==> src/include/apsp_consts.svh <==
// apsp_consts.svh: offsets, command codes, field positions, reset values, pulse timing
// assumes: included by bare name from the package, apsp_top and the checker apsp_top_chk
`ifndef APSP_CONSTS_SVH
`define APSP_CONSTS_SVH

`define APSP_AXES 4
`define APSP_PINS 8
`define APSP_ADDR_W 8
`define APSP_DATA_W 16

// register word addresses on the plain register port
`define APSP_OFS_DATA 8'h00
`define APSP_OFS_CMD 8'h01
`define APSP_OFS_MAIN_STATUS 8'h02
`define APSP_OFS_INPUT_A 8'h04
`define APSP_OFS_INPUT_B 8'h05
`define APSP_OFS_OUTPUT_A 8'h06
`define APSP_OFS_OUTPUT_B 8'h07
`define APSP_OFS_IRQ_STATUS 8'h08
`define APSP_OFS_IRQ_MASK 8'h09
`define APSP_OFS_THIRD_STATUS 8'h10
`define APSP_OFS_PIN_FUNC 8'h20
`define APSP_OFS_SECOND 8'h24

// command register fields and codes
`define APSP_CMD_CODE_LSB 0
`define APSP_CMD_AXIS_LSB 8
`define APSP_CMD_PIN_FUNC 8'h21
`define APSP_CMD_SECOND 8'h22
`define APSP_CMD_ERR_CLR 8'h79

// secondary setting register fields
`define APSP_SS_POL_LSB 0
`define APSP_SS_PW_LSB 4
`define APSP_SS_ERROR_DISABLES_SYNC_ACTIONS_BIT 7
`define APSP_SS_EXOP_LSB 8
`define APSP_SS_SPLIT_PULSE_POLARITY_BIT 10
`define APSP_SS_SPLIT_PULSE_START_PULSE_BIT 11
`define APSP_SS_USED_MSB 11

// main status / third status fields
`define APSP_MS_ERR_LSB 4
`define APSP_TS_ERR_BIT 4

`define APSP_PIN_FUNC_RST 16'h0000
`define APSP_SECOND_RST 12'h000

// sync pulse widths, in ns as printed, at the reference clock
`define APSP_REF_MHZ 16
`define APSP_PW0_NS 125
`define APSP_PW1_NS 312
`define APSP_PW2_NS 1000
`define APSP_PW3_NS 4000
`define APSP_PW4_NS 16000
`define APSP_PW5_NS 64000
`define APSP_PW6_NS 256000
`define APSP_PW7_NS 1000000
`define APSP_NS2CYC(ns) (((ns) * `APSP_REF_MHZ + 999) / 1000)
`define APSP_PW0_CYC `APSP_NS2CYC(`APSP_PW0_NS)
`define APSP_PW1_CYC `APSP_NS2CYC(`APSP_PW1_NS)
`define APSP_PW2_CYC `APSP_NS2CYC(`APSP_PW2_NS)
`define APSP_PW3_CYC `APSP_NS2CYC(`APSP_PW3_NS)
`define APSP_PW4_CYC `APSP_NS2CYC(`APSP_PW4_NS)
`define APSP_PW5_CYC `APSP_NS2CYC(`APSP_PW5_NS)
`define APSP_PW6_CYC `APSP_NS2CYC(`APSP_PW6_NS)
`define APSP_PW7_CYC `APSP_NS2CYC(`APSP_PW7_NS)

`endif

==> src/include/apsp_pkg.sv <==
// apsp_pkg: types shared by the axis pin configuration block
// assumes: apsp_consts.svh on the include path
`include "apsp_consts.svh"
package apsp_pkg;
   typedef enum logic [1:0] {
      APSP_FN_INPUT,
      APSP_FN_OUTPUT,
      APSP_FN_STATUS,
      APSP_FN_SYNC
   } apsp_pin_func_t;

   typedef enum logic [1:0] {
      APSP_EXT_OFF,
      APSP_EXT_CONTINUOUS,
      APSP_EXT_RELATIVE,
      APSP_EXT_PULSER
   } apsp_ext_mode_t;

   typedef logic [`APSP_DATA_W-1:0] apsp_word_t;
endpackage

==> src/verilog/apsp_pulse_gen.sv <==
// apsp_pulse_gen: one-shot pulse of a programmed number of clock cycles
// assumes: fire_in is a one-cycle request on sys_clk_in; width is at least one
`timescale 1ns/1ps
module apsp_pulse_gen #(
   parameter int CNT_W = 17
) (
   input wire logic sys_clk_in,
   input wire logic resetn_in,
   input wire logic fire_in,
   input wire logic [CNT_W-1:0] width_cyc_in,
   output logic active_out
);
   import apsp_pkg::*;

   logic [CNT_W-1:0] left_q;

   // a new request while active restarts the width, so pulses merge
   always_ff @(posedge sys_clk_in or negedge resetn_in) begin
      if (!resetn_in) begin
         left_q <= '0;
      end else if (fire_in) begin
         left_q <= width_cyc_in;
      end else if (left_q != '0) begin
         left_q <= left_q - 1'b1;
      end
   end

   assign active_out = (left_q != '0);
endmodule

==> src/verilog/apsp_top.sv <==
// apsp_top: per-axis multi-purpose pin functions and secondary settings
// assumes: four axes of eight pins, inputs synchronous to sys_clk_in,
// action engine, comparators and drive sequencer sit outside this block
//
// Our own choices: the register addresses and strobed register access.
`timescale 1ns/1ps
`include "apsp_consts.svh"
module apsp_top #(
   parameter int CNT_W = 17,
   parameter int LONGEST_PULSE_CYC = `APSP_PW7_CYC
) (
   input wire logic sys_clk_in,
   input wire logic resetn_in,
   input wire logic [`APSP_ADDR_W-1:0] reg_addr_in,
   input wire apsp_pkg::apsp_word_t reg_wdata_in,
   input wire logic reg_wr_in,
   input wire logic reg_rd_in,
   output apsp_pkg::apsp_word_t reg_rdata_out,
   input wire logic [31:0] pin_in,
   output logic [31:0] pin_out,
   output logic [31:0] pin_oe_n_out,
   input wire logic [31:0] drive_status_in,
   input wire logic [15:0] cmp_result_in,
   input wire logic [15:0] sync_pulse_req_in,
   input wire logic [3:0] axis_error_in,
   output logic [15:0] sync_action_enable_out,
   output logic [31:0] sync_trigger_level_out,
   output logic [3:0] external_plus_drive_out,
   output logic [3:0] external_minus_drive_out,
   output logic [7:0] external_drive_mode_select_out,
   output logic [3:0] split_pulse_polarity_out,
   output logic [3:0] split_pulse_start_pulse_out,
   output logic irq_out
);
   import apsp_pkg::*;

   localparam int AXES = `APSP_AXES;
   localparam int PINS = `APSP_PINS;
   localparam logic [CNT_W-1:0] PW0 = CNT_W'(`APSP_PW0_CYC);
   localparam logic [CNT_W-1:0] PW1 = CNT_W'(`APSP_PW1_CYC);
   localparam logic [CNT_W-1:0] PW2 = CNT_W'(`APSP_PW2_CYC);
   localparam logic [CNT_W-1:0] PW3 = CNT_W'(`APSP_PW3_CYC);
   localparam logic [CNT_W-1:0] PW4 = CNT_W'(`APSP_PW4_CYC);
   localparam logic [CNT_W-1:0] PW5 = CNT_W'(`APSP_PW5_CYC);
   localparam logic [CNT_W-1:0] PW6 = CNT_W'(`APSP_PW6_CYC);
   localparam logic [CNT_W-1:0] PW7 = CNT_W'(LONGEST_PULSE_CYC);

   // widths follow the clock, not absolute time
   function automatic logic [CNT_W-1:0] width_cycles(input logic [2:0] code);
      logic [CNT_W-1:0] w;
      w = PW0;
      unique case (code)
         3'h0: w = PW0;
         3'h1: w = PW1;
         3'h2: w = PW2;
         3'h3: w = PW3;
         3'h4: w = PW4;
         3'h5: w = PW5;
         3'h6: w = PW6;
         3'h7: w = PW7;
      endcase
      return w;
   endfunction

   logic wr_data;
   logic wr_cmd;
   logic [7:0] cmd_code;
   logic [3:0] cmd_axes;
   logic rd_irq;

   apsp_word_t data_q;
   apsp_word_t pin_func_q [AXES];
   logic [`APSP_SS_USED_MSB:0] second_q [AXES];
   logic [31:0] out_val_q;
   logic [3:0] err_q;
   logic [3:0] err_d;
   logic [3:0] err_rise;
   logic [3:0] sync_en_q [AXES];
   logic [3:0] autodis;
   logic [7:0] irq_st_q;
   logic [7:0] irq_st_d;
   logic [7:0] irq_mask_q;
   logic [15:0] pulse_active;
   apsp_word_t rdata_d;

   assign wr_data = reg_wr_in && (reg_addr_in == `APSP_OFS_DATA);
   assign wr_cmd = reg_wr_in && (reg_addr_in == `APSP_OFS_CMD);
   assign cmd_code = reg_wdata_in[`APSP_CMD_CODE_LSB +: 8];
   assign cmd_axes = reg_wdata_in[`APSP_CMD_AXIS_LSB +: 4];
   assign rd_irq = reg_rd_in && (reg_addr_in == `APSP_OFS_IRQ_STATUS);

   // parameter word staged before a command moves it into an axis
   always_ff @(posedge sys_clk_in or negedge resetn_in) begin
      if (!resetn_in) begin
         data_q <= '0;
      end else if (wr_data) begin
         data_q <= reg_wdata_in;
      end
   end

   always_ff @(posedge sys_clk_in or negedge resetn_in) begin
      if (!resetn_in) begin
         out_val_q <= '0;
      end else if (reg_wr_in && reg_addr_in == `APSP_OFS_OUTPUT_A) begin
         out_val_q[15:0] <= reg_wdata_in;
      end else if (reg_wr_in && reg_addr_in == `APSP_OFS_OUTPUT_B) begin
         out_val_q[31:16] <= reg_wdata_in;
      end
   end

   // error flag: new error wins over a clear in the same cycle
   assign err_rise = axis_error_in & ~err_q;
   always_comb begin
      err_d = err_q;
      if (wr_cmd && cmd_code == `APSP_CMD_ERR_CLR) begin
         err_d = err_d & ~cmd_axes;
      end
      err_d = err_d | axis_error_in;
   end

   always_ff @(posedge sys_clk_in or negedge resetn_in) begin
      if (!resetn_in) begin
         err_q <= '0;
      end else begin
         err_q <= err_d;
      end
   end

   genvar a;
   generate
      for (a = 0; a < AXES; a++) begin : g_axis
         logic wr_sync_en;

         // pin function (cmd 21h) and secondary setting (cmd 22h)
         always_ff @(posedge sys_clk_in or negedge resetn_in) begin
            if (!resetn_in) begin
               pin_func_q[a] <= `APSP_PIN_FUNC_RST;
               second_q[a] <= `APSP_SECOND_RST;
            end else if (wr_cmd && cmd_axes[a]) begin
               if (cmd_code == `APSP_CMD_PIN_FUNC) begin
                  pin_func_q[a] <= data_q;
               end
               // upper bits are not stored; host keeps them zero
               if (cmd_code == `APSP_CMD_SECOND) begin
                  second_q[a] <= data_q[`APSP_SS_USED_MSB:0];
               end
            end
         end

         assign autodis[a] = err_rise[a] && second_q[a][`APSP_SS_ERROR_DISABLES_SYNC_ACTIONS_BIT];
         assign wr_sync_en = reg_wr_in &&
            (reg_addr_in == `APSP_OFS_THIRD_STATUS + 8'(a));

         // error-disable beats a same-cycle enable write
         always_ff @(posedge sys_clk_in or negedge resetn_in) begin
            if (!resetn_in) begin
               sync_en_q[a] <= '0;
            end else if (autodis[a]) begin
               sync_en_q[a] <= '0;
            end else if (wr_sync_en) begin
               // while flagged, only disabling bits take effect
               sync_en_q[a] <= err_q[a] ? (sync_en_q[a] & reg_wdata_in[3:0]) :
                  reg_wdata_in[3:0];
            end
         end

         // config fields handed to the outside engines
         always_ff @(posedge sys_clk_in or negedge resetn_in) begin
            if (!resetn_in) begin
               sync_action_enable_out[4*a +: 4] <= '0;
               external_drive_mode_select_out[2*a +: 2] <= APSP_EXT_OFF;
               split_pulse_polarity_out[a] <= 1'b0;
               split_pulse_start_pulse_out[a] <= 1'b0;
               external_plus_drive_out[a] <= 1'b0;
               external_minus_drive_out[a] <= 1'b0;
            end else begin
               sync_action_enable_out[4*a +: 4] <= sync_en_q[a];
               external_drive_mode_select_out[2*a +: 2] <=
                  second_q[a][`APSP_SS_EXOP_LSB +: 2];
               split_pulse_polarity_out[a] <= second_q[a][`APSP_SS_SPLIT_PULSE_POLARITY_BIT];
               split_pulse_start_pulse_out[a] <= second_q[a][`APSP_SS_SPLIT_PULSE_START_PULSE_BIT];
               // request only with input mode and a drive mode chosen
               external_plus_drive_out[a] <= pin_in[PINS*a + 4] &&
                  (pin_func_q[a][9:8] == APSP_FN_INPUT) &&
                  (second_q[a][`APSP_SS_EXOP_LSB +: 2] != APSP_EXT_OFF);
               external_minus_drive_out[a] <= pin_in[PINS*a + 5] &&
                  (pin_func_q[a][11:10] == APSP_FN_INPUT) &&
                  (second_q[a][`APSP_SS_EXOP_LSB +: 2] != APSP_EXT_OFF);
            end
         end

         genvar m;
         for (m = 0; m < PINS; m++) begin : g_pin
            localparam int P = PINS * a + m;
            apsp_pin_func_t fn;
            logic drv_val;
            logic drv_oe_n;

            assign fn = apsp_pin_func_t'(pin_func_q[a][2*m +: 2]);

            if (m < 4) begin : g_sync
               apsp_pulse_gen #(
                  .CNT_W(CNT_W)
               ) u_pulse (
                  .sys_clk_in(sys_clk_in),
                  .resetn_in(resetn_in),
                  .fire_in(sync_pulse_req_in[4*a + m]),
                  .width_cyc_in(width_cycles(second_q[a][`APSP_SS_PW_LSB +: 3])),
                  .active_out(pulse_active[4*a + m])
               );
            end

            // role per function code
            always_comb begin
               drv_val = 1'b0;
               drv_oe_n = 1'b0;
               unique case (fn)
                  APSP_FN_INPUT: drv_oe_n = 1'b1;
                  APSP_FN_OUTPUT: drv_val = out_val_q[P];
                  APSP_FN_STATUS: drv_val = drive_status_in[P];
                  APSP_FN_SYNC: begin
                     // lower pins pulse, upper pins compare
                     if (m < 4) begin
                        drv_val = pulse_active[4*a + (m % 4)] ^
                           second_q[a][`APSP_SS_POL_LSB + (m % 4)];
                     end else begin
                        drv_val = cmp_result_in[4*a + (m % 4)];
                     end
                  end
               endcase
            end

            always_ff @(posedge sys_clk_in or negedge resetn_in) begin
               if (!resetn_in) begin
                  pin_out[P] <= 1'b0;
                  pin_oe_n_out[P] <= 1'b1;
                  sync_trigger_level_out[P] <= 1'b0;
               end else begin
                  pin_out[P] <= drv_val;
                  pin_oe_n_out[P] <= drv_oe_n;
                  // only input-mode pins may trigger actions
                  sync_trigger_level_out[P] <= (fn == APSP_FN_INPUT) && pin_in[P];
               end
            end
         end
      end
   endgenerate

   // interrupt: [3:0] error raised, [7:4] actions auto-disabled
   always_comb begin
      irq_st_d = irq_st_q;
      if (rd_irq) begin
         irq_st_d = '0;
      end
      irq_st_d = irq_st_d | {autodis, err_rise};
   end

   always_ff @(posedge sys_clk_in or negedge resetn_in) begin
      if (!resetn_in) begin
         irq_st_q <= '0;
         irq_mask_q <= '0;
         irq_out <= 1'b0;
      end else begin
         irq_st_q <= irq_st_d;
         if (reg_wr_in && reg_addr_in == `APSP_OFS_IRQ_MASK) begin
            irq_mask_q <= reg_wdata_in[7:0];
         end
         irq_out <= |(irq_st_d & irq_mask_q);
      end
   end

   // read mux; unmapped addresses return zero
   always_comb begin
      rdata_d = '0;
      if (reg_addr_in == `APSP_OFS_DATA) begin
         rdata_d = data_q;
      end else if (reg_addr_in == `APSP_OFS_MAIN_STATUS) begin
         rdata_d[`APSP_MS_ERR_LSB +: 4] = err_q;
      end else if (reg_addr_in == `APSP_OFS_INPUT_A) begin
         rdata_d = pin_in[15:0];
      end else if (reg_addr_in == `APSP_OFS_INPUT_B) begin
         rdata_d = pin_in[31:16];
      end else if (reg_addr_in == `APSP_OFS_OUTPUT_A) begin
         rdata_d = out_val_q[15:0];
      end else if (reg_addr_in == `APSP_OFS_OUTPUT_B) begin
         rdata_d = out_val_q[31:16];
      end else if (reg_addr_in == `APSP_OFS_IRQ_STATUS) begin
         rdata_d[7:0] = irq_st_q;
      end else if (reg_addr_in == `APSP_OFS_IRQ_MASK) begin
         rdata_d[7:0] = irq_mask_q;
      end
      for (int i = 0; i < AXES; i++) begin
         if (reg_addr_in == `APSP_OFS_THIRD_STATUS + 8'(i)) begin
            rdata_d[3:0] = sync_en_q[i];
            rdata_d[`APSP_TS_ERR_BIT] = err_q[i];
         end
         if (reg_addr_in == `APSP_OFS_PIN_FUNC + 8'(i)) begin
            rdata_d = pin_func_q[i];
         end
         if (reg_addr_in == `APSP_OFS_SECOND + 8'(i)) begin
            rdata_d[`APSP_SS_USED_MSB:0] = second_q[i];
         end
      end
   end

   // data stand only in the cycle after the read strobe
   always_ff @(posedge sys_clk_in or negedge resetn_in) begin
      if (!resetn_in) begin
         reg_rdata_out <= '0;
      end else begin
         reg_rdata_out <= reg_rd_in ? rdata_d : '0;
      end
   end
endmodule

==> config.mk <==
export PLATFORM = sky130hd
export DESIGN_NAME = apsp_top
export DESIGN_NICKNAME = d
export VERILOG_FILES = /design/src/include/apsp_pkg.sv /design/src/verilog/apsp_pulse_gen.sv /design/src/verilog/apsp_top.sv
export VERILOG_INCLUDE_DIRS = /design/src /design/src/include
export SDC_FILE = /design/constraint.sdc
export NUM_CORES = 1
export LEC_CHECK = 0
export ABC_AREA = 1
export ABC_CLOCK_PERIOD_IN_PS = 6400
export BUFFER_PORTS_ARGS = -buffer_cell sky130_fd_sc_hd__buf_2
export CAP_MARGIN = 20
export CORE_MARGIN = 10
export CORE_UTILIZATION = 45
export DETAILED_ROUTE_END_ITERATION = 7
export GPL_ROUTABILITY_DRIVEN = 0
export SYNTH_ARGS = -nofsm -noshare
export SYNTH_HDL_FRONTEND = slang
export SYNTH_SLANG_ARGS = --single-unit
==> constraint.sdc <==
create_clock -name sys_clk_in -period 6.4 [get_ports sys_clk_in]
set_input_delay 1.92 -clock sys_clk_in [delete_from_list [all_inputs] [get_ports sys_clk_in]]
set_output_delay 1.92 -clock sys_clk_in [all_outputs]
set_load 0.03 [all_outputs]
# == After elaboration in Yosys (flattened, before gate mapping) ==
# Memory sizes are Yosys's and may differ from the RTL's.
# Index checks and enable logic that the tools add are counted.
# word_totals
regBits,621
mem_bits_ro,1536
in_bits,128
out_inout_bits,153
word_cells,613
mem_count,16
# mem_list
memory,words,word_bits,rd,rd_ports_with_merged_regs,write_ports,line_no,text
(no name shown),8,12,1,0,0,apsp_top.sv:52,unique case (code)
(no name shown),8,12,1,0,0,apsp_top.sv:52,
(no name shown),8,12,1,0,0,apsp_top.sv:52,
(no name shown),8,12,1,0,0,apsp_top.sv:52,
(no name shown),8,12,1,0,0,apsp_top.sv:52,
(no name shown),8,12,1,0,0,apsp_top.sv:52,
10 more memories,-,-,-,-,-,-,
# op_classes
addsub,16
eq_ne,119
muxes,136
n_bitwise,28
reduce_logical,142
# op_table
op,count
17-bit 2-to-1 mux,32
17-bit nonzero test,16
"17-bit by 1-bit subtractor with 17-bit output, second input constant",16
16-bit 2-to-1 mux,11
"2-bit equality test, second input constant",64
1-bit one-hot mux with 3 select lines,32
"8-bit by 6-bit equality test with 1-bit output, second input constant",10
"2-bit by 1-bit equality test with 1-bit output, second input constant",32
2-bit logical NOT,32
4-bit 2-to-1 mux,15
1-bit logical AND,59
12-bit 2-to-1 mux,4
8-bit 2-to-1 mux,6
2-bit nonzero test,24
"8-bit by 3-bit equality test with 1-bit output, second input constant",4
"8-bit by 5-bit equality test with 1-bit output, second input constant",4
1-bit 2-to-1 mux,32
4-bit bitwise AND,6
5-bit 2-to-1 mux,4
2-bit AND reduction,9
"8-bit by 4-bit equality test with 1-bit output, second input constant",2
1-bit bitwise XOR,16
8-bit bitwise AND,1
"8-bit by 1-bit equality test with 1-bit output, second input constant",1
other kinds (8),9

# == Depth between registers and ports, before layout ==
# depth
ltp_word,24
mapped_depth,18
depth_no_buf,18

# == Modules after synthesis ==
# Synthesis repeated with hierarchy kept, for this count alone.
# unflattened
hier_cells,4302
hier_area_um2,33424.6
# modules_own_cells
mod,instances,cells_per_inst,area_each_um2,seq_area_each_um2
apsp_pulse_gen at g_axis[0].g_pin[0].g_sync.u_pulse ...,14,167,1182.4,425.4
apsp_top,1,1638,14676.6,8773.4
apsp_pulse_gen at g_axis[3].g_pin[2].g_sync.u_pulse ...,2,163,1097.3,425.4

# == Least setup slack after synthesis ==
# No wires, ideal clock.
# synth_timing
path_type,input port to flip-flop
from,input port reg_addr_in[1]
to,register reg_rdata_out[3]
setup_time_ns,0.113
t_arrival_ns,3.299
required_time_ns,6.287
setup_slack_ns,2.989
stages,18
path_buffers,1
path_cell_list,inv_1 > nand2_1 > nor2_1 > inv_1 > nor2_4 > inv_1 > buf_2 > nor2_1 > o21bai_1 > nand4_1 > nor2_1 > nand3_1 > nand2_1 > nand3_1 > nand2_1 > nand3_1 > nand2_1 > inv_1
# synth_between
elab_chain_len,24
elab_cells_between_ends,43
cone_classes,19 x eq/ne; 23 x mux; 1 x reduce/logical
# synth_rtl
item,line_no,text
from (decl),apsp_top.sv:14,"input wire logic [`APSP_ADDR_W-1:0] reg_addr_in,"
8-bit by 4-bit equality test with 1-bit output (no line),-,
8-bit 2-to-1 mux,apsp_top.sv:289,end else if (reg_addr_in == `APSP_OFS_IRQ_MASK) begin
8-bit 2-to-1 mux,apsp_top.sv:287,end else if (reg_addr_in == `APSP_OFS_IRQ_STATUS) begin
8-bit 2-to-1 mux,apsp_top.sv:285,end else if (reg_addr_in == `APSP_OFS_OUTPUT_B) begin
16-bit 2-to-1 mux,apsp_top.sv:283,end else if (reg_addr_in == `APSP_OFS_OUTPUT_A) begin
16-bit 2-to-1 mux,apsp_top.sv:281,end else if (reg_addr_in == `APSP_OFS_INPUT_B) begin
16-bit 2-to-1 mux,apsp_top.sv:279,end else if (reg_addr_in == `APSP_OFS_INPUT_A) begin
16-bit 2-to-1 mux,apsp_top.sv:277,end else if (reg_addr_in == `APSP_OFS_MAIN_STATUS) begin
[8 not listed],-,
12-bit 2-to-1 mux,apsp_top.sv:300,if (reg_addr_in == `APSP_OFS_SECOND + 8'(i)) begin
5-bit 2-to-1 mux,apsp_top.sv:293,if (reg_addr_in == `APSP_OFS_THIRD_STATUS + 8'(i)) begin
16-bit 2-to-1 mux,apsp_top.sv:297,if (reg_addr_in == `APSP_OFS_PIN_FUNC + 8'(i)) begin
12-bit 2-to-1 mux,apsp_top.sv:300,
5-bit 2-to-1 mux,apsp_top.sv:293,
16-bit 2-to-1 mux,apsp_top.sv:297,
12-bit 2-to-1 mux (*),apsp_top.sv:300,
16-bit 2-to-1 mux (*),apsp_top.sv:311,reg_rdata_out <= reg_rd_in ? rdata_d : '0;
to (signal assigned),apsp_top.sv:311,
to (decl),apsp_top.sv:18,"output apsp_pkg::apsp_word_t reg_rdata_out,"
# Mark *: on every way between the ends. The rest lies on a longest branch, timed or not. The select of a mux whose other input is x is not followed.
# A chain may end at the register's enable or synchronous reset.

# == Worst setup path in the final report ==
# layout_timing
from,input port reg_wdata_in[3]
to,register second_q[4] (netlist bit)
# layout_between
elab_chain_len,2
# layout_rtl
item,line_no,text
from (decl),apsp_top.sv:15,"input wire apsp_pkg::apsp_word_t reg_wdata_in,"
8-bit by 6-bit equality test with 1-bit output (no line),-,
2-bit AND reduction (no line),-,
"to (signal, indexed assignment)",apsp_top.sv:138,second_q[a] <= `APSP_SECOND_RST;
"to (signal, indexed assignment)",apsp_top.sv:145,second_q[a] <= data_q[`APSP_SS_USED_MSB:0];
to (decl),apsp_top.sv:73,logic [`APSP_SS_USED_MSB:0] second_q [AXES];
# No other way between the ends.

==> results.cfg <==
[layout]
final_util_pct = 52.90
layout.nets = 4165
layout-drive-gt1-share_pct = 12.39
syn_to_final_growth_pct = 15.78
final_common_cell = nand2_1
layout_common_cells = nand2_1 (669), dfrtp_1 (589), inv_1 (521)

[floorplanning]
coreArea_sq_um = 66100
initial_core_util_pct = 45.69
dieHeight_um = 279.1
die_area_sq_um = 77880
num_rows = 94
die_x_um = 279.1
pin_count = 281

[grt]
grt_start_max_net_pins = 135
track_usage_pct = 24.75
grt_pass1_vias = 25490
grt_antenna_before_repair = 10
grt_overflow = 0
grt_pass1_wl_um = 150700

[power_and_ir_drop]
ir_worst_vdd_v = 0.0002021
power_density_nw_per_um2 = 295.1
p_leak_nw = 17.06

[critical_path]
path_cells = buf_2 > inv_1 > nand2_1 > nor4_1 > nand3_1 > o21ai_0
cp_slowest_cell = nand3_1
cp.arrival_ns = 4.42
cp_top_family = simple AND/OR/NAND/NOR gates
cp-startpoint = reg_wdata_in[3]
critPathLaunchType = primary input
cp_slowest_stage_delay_ns = 0.87
required_ns = 6.88
r2r_start = g_axis[0].g_pin[0].g_sync.u_pulse.left_q[0]
crit_type = primary input to flop
crit_buf_inv = 2
cp-end-kind = flop
cp_max_fo = 24

[routing]
dr_total_vias = 26530
dr.max_layer_used = met5
antenna_left = 0
drt_iter0_drc = 2525
wl_met1_um = 42530
wl_met2_um = 42930
via_per_inst = 5.365
wl_met3_um = 9348
wirelength_um = 98120
post_drt_wl_per_cell_um = 19.84
dr.pass1.iters = 6
drc = 0

[yosys]
synth_nets = 3883
netlist_area_sq_um = 30200
ys_seq_area_share_pct = 51.59
synth_seq_cells = 621
syn_inst = 3739
yosysWarnings = 0
synth-edff-count = 0
avgSynthCellArea_sq_um = 8.077
synthArstFlopShare_pct = 100.0
ys_types = 60
synth_flop_cell = dfrtp_1

[hold_path]
worstHoldStart = sync_en_q[0]
hold_class = flop to flop

[cts]
cts.clk_slew.worst_paths_ns = 0.06
clkLatencyLatePin_ns = 0.61
clock_path_buffers = 3
cts_tree = built
postCtsSetupBuffers = 0
clock-root-buffer = clkbuf_16
cts_buffers = 71
cts_hold_buffers = 0
htree_levels = 3
cts_resized = 0
cts_sinks = 621

[timing]
worst_pin_slew_ns = 1.066
layout_min_cycle_time_ns = 3.938
setup_viol = 0
hold_violations = 0
period_share_pct = 61.53
skew_ns = 0.02409
drv_slew = 0
max_freq_ghz = 0.2539
rsz0062_at_grt = false
relSlewSlack_pct = 28.78
fin_setup_tns_ns = 0

[placed_design]
hpwl_um = 72960
portBuffers = 280

[status]
status = finished, final reports clean

[job]
max_cap_viol_count = 0
## where the power goes
group | switching, mW | total (mW) | internal (mW)
Combinational | 1.05 | 1.65 | 0.600
Sequential | 0.285 | 4.51 | 4.23
Clock | 1.68 | 4.16 | 2.48
## path summary, 6_finish.rpt
| path | slack [ns] | cells after the start | to |
|---|---|---|---|
| min | 0.39 | 0 | sync_action_enable_out[12] |
| max reg2reg | 3.51 | 11 | g_axis[0].g_pin[0].g_sync.u_pulse.left_q[1] |
| max in group asynchronous | 3.77 | 2 | second_q[32] |
| min reg2reg | 0.39 | 0 | sync_action_enable_out[12] |
| min in group asynchronous | 1.37 | 1 | g_axis[3].g_pin[2].g_sync.u_pulse.left_q[6] |
| max | 2.46 | 6 | second_q[4] |
## cells by family after synthesis
| kind of cell | Yosys count | synth area share (%) |
|---|---|---|
| XOR/XNOR | 90 | 2.610 |
| adder cells (fa/ha/maj) | 16 | 0.6628 |
| AO/OA/AOI/OAI | 773 | 14.18 |
| buffers and inverters | 629 | 7.871 |
| flip-flops | 621 | 51.59 |
| AND/OR/NAND/NOR | 1610 | 23.09 |
## state kept, by name, indices dropped and copies added (netlist names), 8 cells and up
register / count
irq_mask_q: 8
g_axis.g_pin.fn: 64
sync_action_enable_out: 16
pin_oe_n_out: 32
sync_trigger_level_out: 32
reg_rdata_out: 16
pin_out: 32
data_q: 16
sync_en_q: 16
irq_st_q: 8
g_axis.g_pin.g_sync.u_pulse.left_q: 272
second_q: 48
external_drive_mode_select_out: 8
out_val_q: 32
## cell usage after synthesis (3+ instances only)
cell | n | area [sq um]
a22oi_1 | 3 | 22.52
clkinv_1 | 11 | 41.29
nor2_1 | 511 | 1918
nand3b_1 | 13 | 97.59
nand4_4 | 3 | 63.81
a211oi_1 | 17 | 127.6
or2_2 | 11 | 68.82
nor3_2 | 13 | 130.1
a211o_1 | 10 | 87.58
or2_1 | 4 | 25.02
clkbuf_1 | 82 | 307.8
ha_1 | 16 | 200.2
dfstp_2 | 32 | 840.8
a311oi_1 | 8 | 70.07
inv_1 | 521 | 1956
xnor2_1 | 30 | 262.8
nor3b_1 | 11 | 82.58
dfrtp_1 | 589 | 14740
nand3_1 | 150 | 750.7
nor3_1 | 110 | 550.5
o21ai_0 | 388 | 1942
o22ai_1 | 10 | 62.56
buf_2 | 7 | 35.03
a21oi_1 | 243 | 1216
nand4_1 | 71 | 444.2
nor2_4 | 5 | 56.30
a31o_2 | 3 | 26.28
o221ai_1 | 13 | 113.9
o21ai_1 | 4 | 20.02
inv_2 | 6 | 22.52
o32ai_1 | 8 | 70.07
o2111ai_1 | 9 | 78.83
nor4_1 | 19 | 118.9
nand2_1 | 669 | 2511
nor2_2 | 7 | 43.79
xor2_1 | 60 | 525.5
a221oi_1 | 11 | 96.34
o211ai_1 | 11 | 82.58
a31oi_1 | 19 | 118.9
## per-layer routing
metal | vias to the layer above | global-route usage (%)
met3 | 187 | 7.991
met2 | 992 | 37.18
li1 | 12820 | -
met5 | - | 0
met1 | 12530 | 33.18
met4 | 6 | 8.584
## stage by stage
stage	setup WS (ns)	hold slack [ns]	power [mW]	cell area, sq um	cells
5_1_grt	2.372	0.3971	10.85	34970	4945
4_1_cts	2.589	0.3887	10.39	34910	4938
3_5_place_dp	1.964	0.3669	6.215	32520	4809
6_report	2.462	0.3860	10.32	34970	4945
2_1_floorplan	2.989	0.3537	5.728	30200	3739
3_3_place_gp	1.574	0.3777	6.199	32500	4807
## worst reg2reg max path, stage by stage, from the launching register on
cell	delay (ns)
dfrtp_1	0.37
inv_1	0.09
ha_1	0.17
inv_1	0.04
nor2_1	0.12
nand2_1	0.13
nor2_1	0.25
or3b_2	0.57
nor2_1	0.66
inv_1	0.15
o21ai_0	0.11
o21ai_0	0.09
## layout make-up
| cell class | count | area, sq um |
|---|---|---|
| Antenna cell | 4 | 10.01 |
| Clock buffer | 108 | 2181 |
| Clock inverter | 21 | 206.4 |
| Fill cell | 6347 | 31130 |
| Inverter | 538 | 2019 |
| Multi-Input combinational cell | 2489 | 12240 |
| Sequential cell | 621 | 15580 |
| Tap cell | 864 | 1081 |
| Timing Repair Buffer | 300 | 1645 |
(Power assumes the default switching activity.)
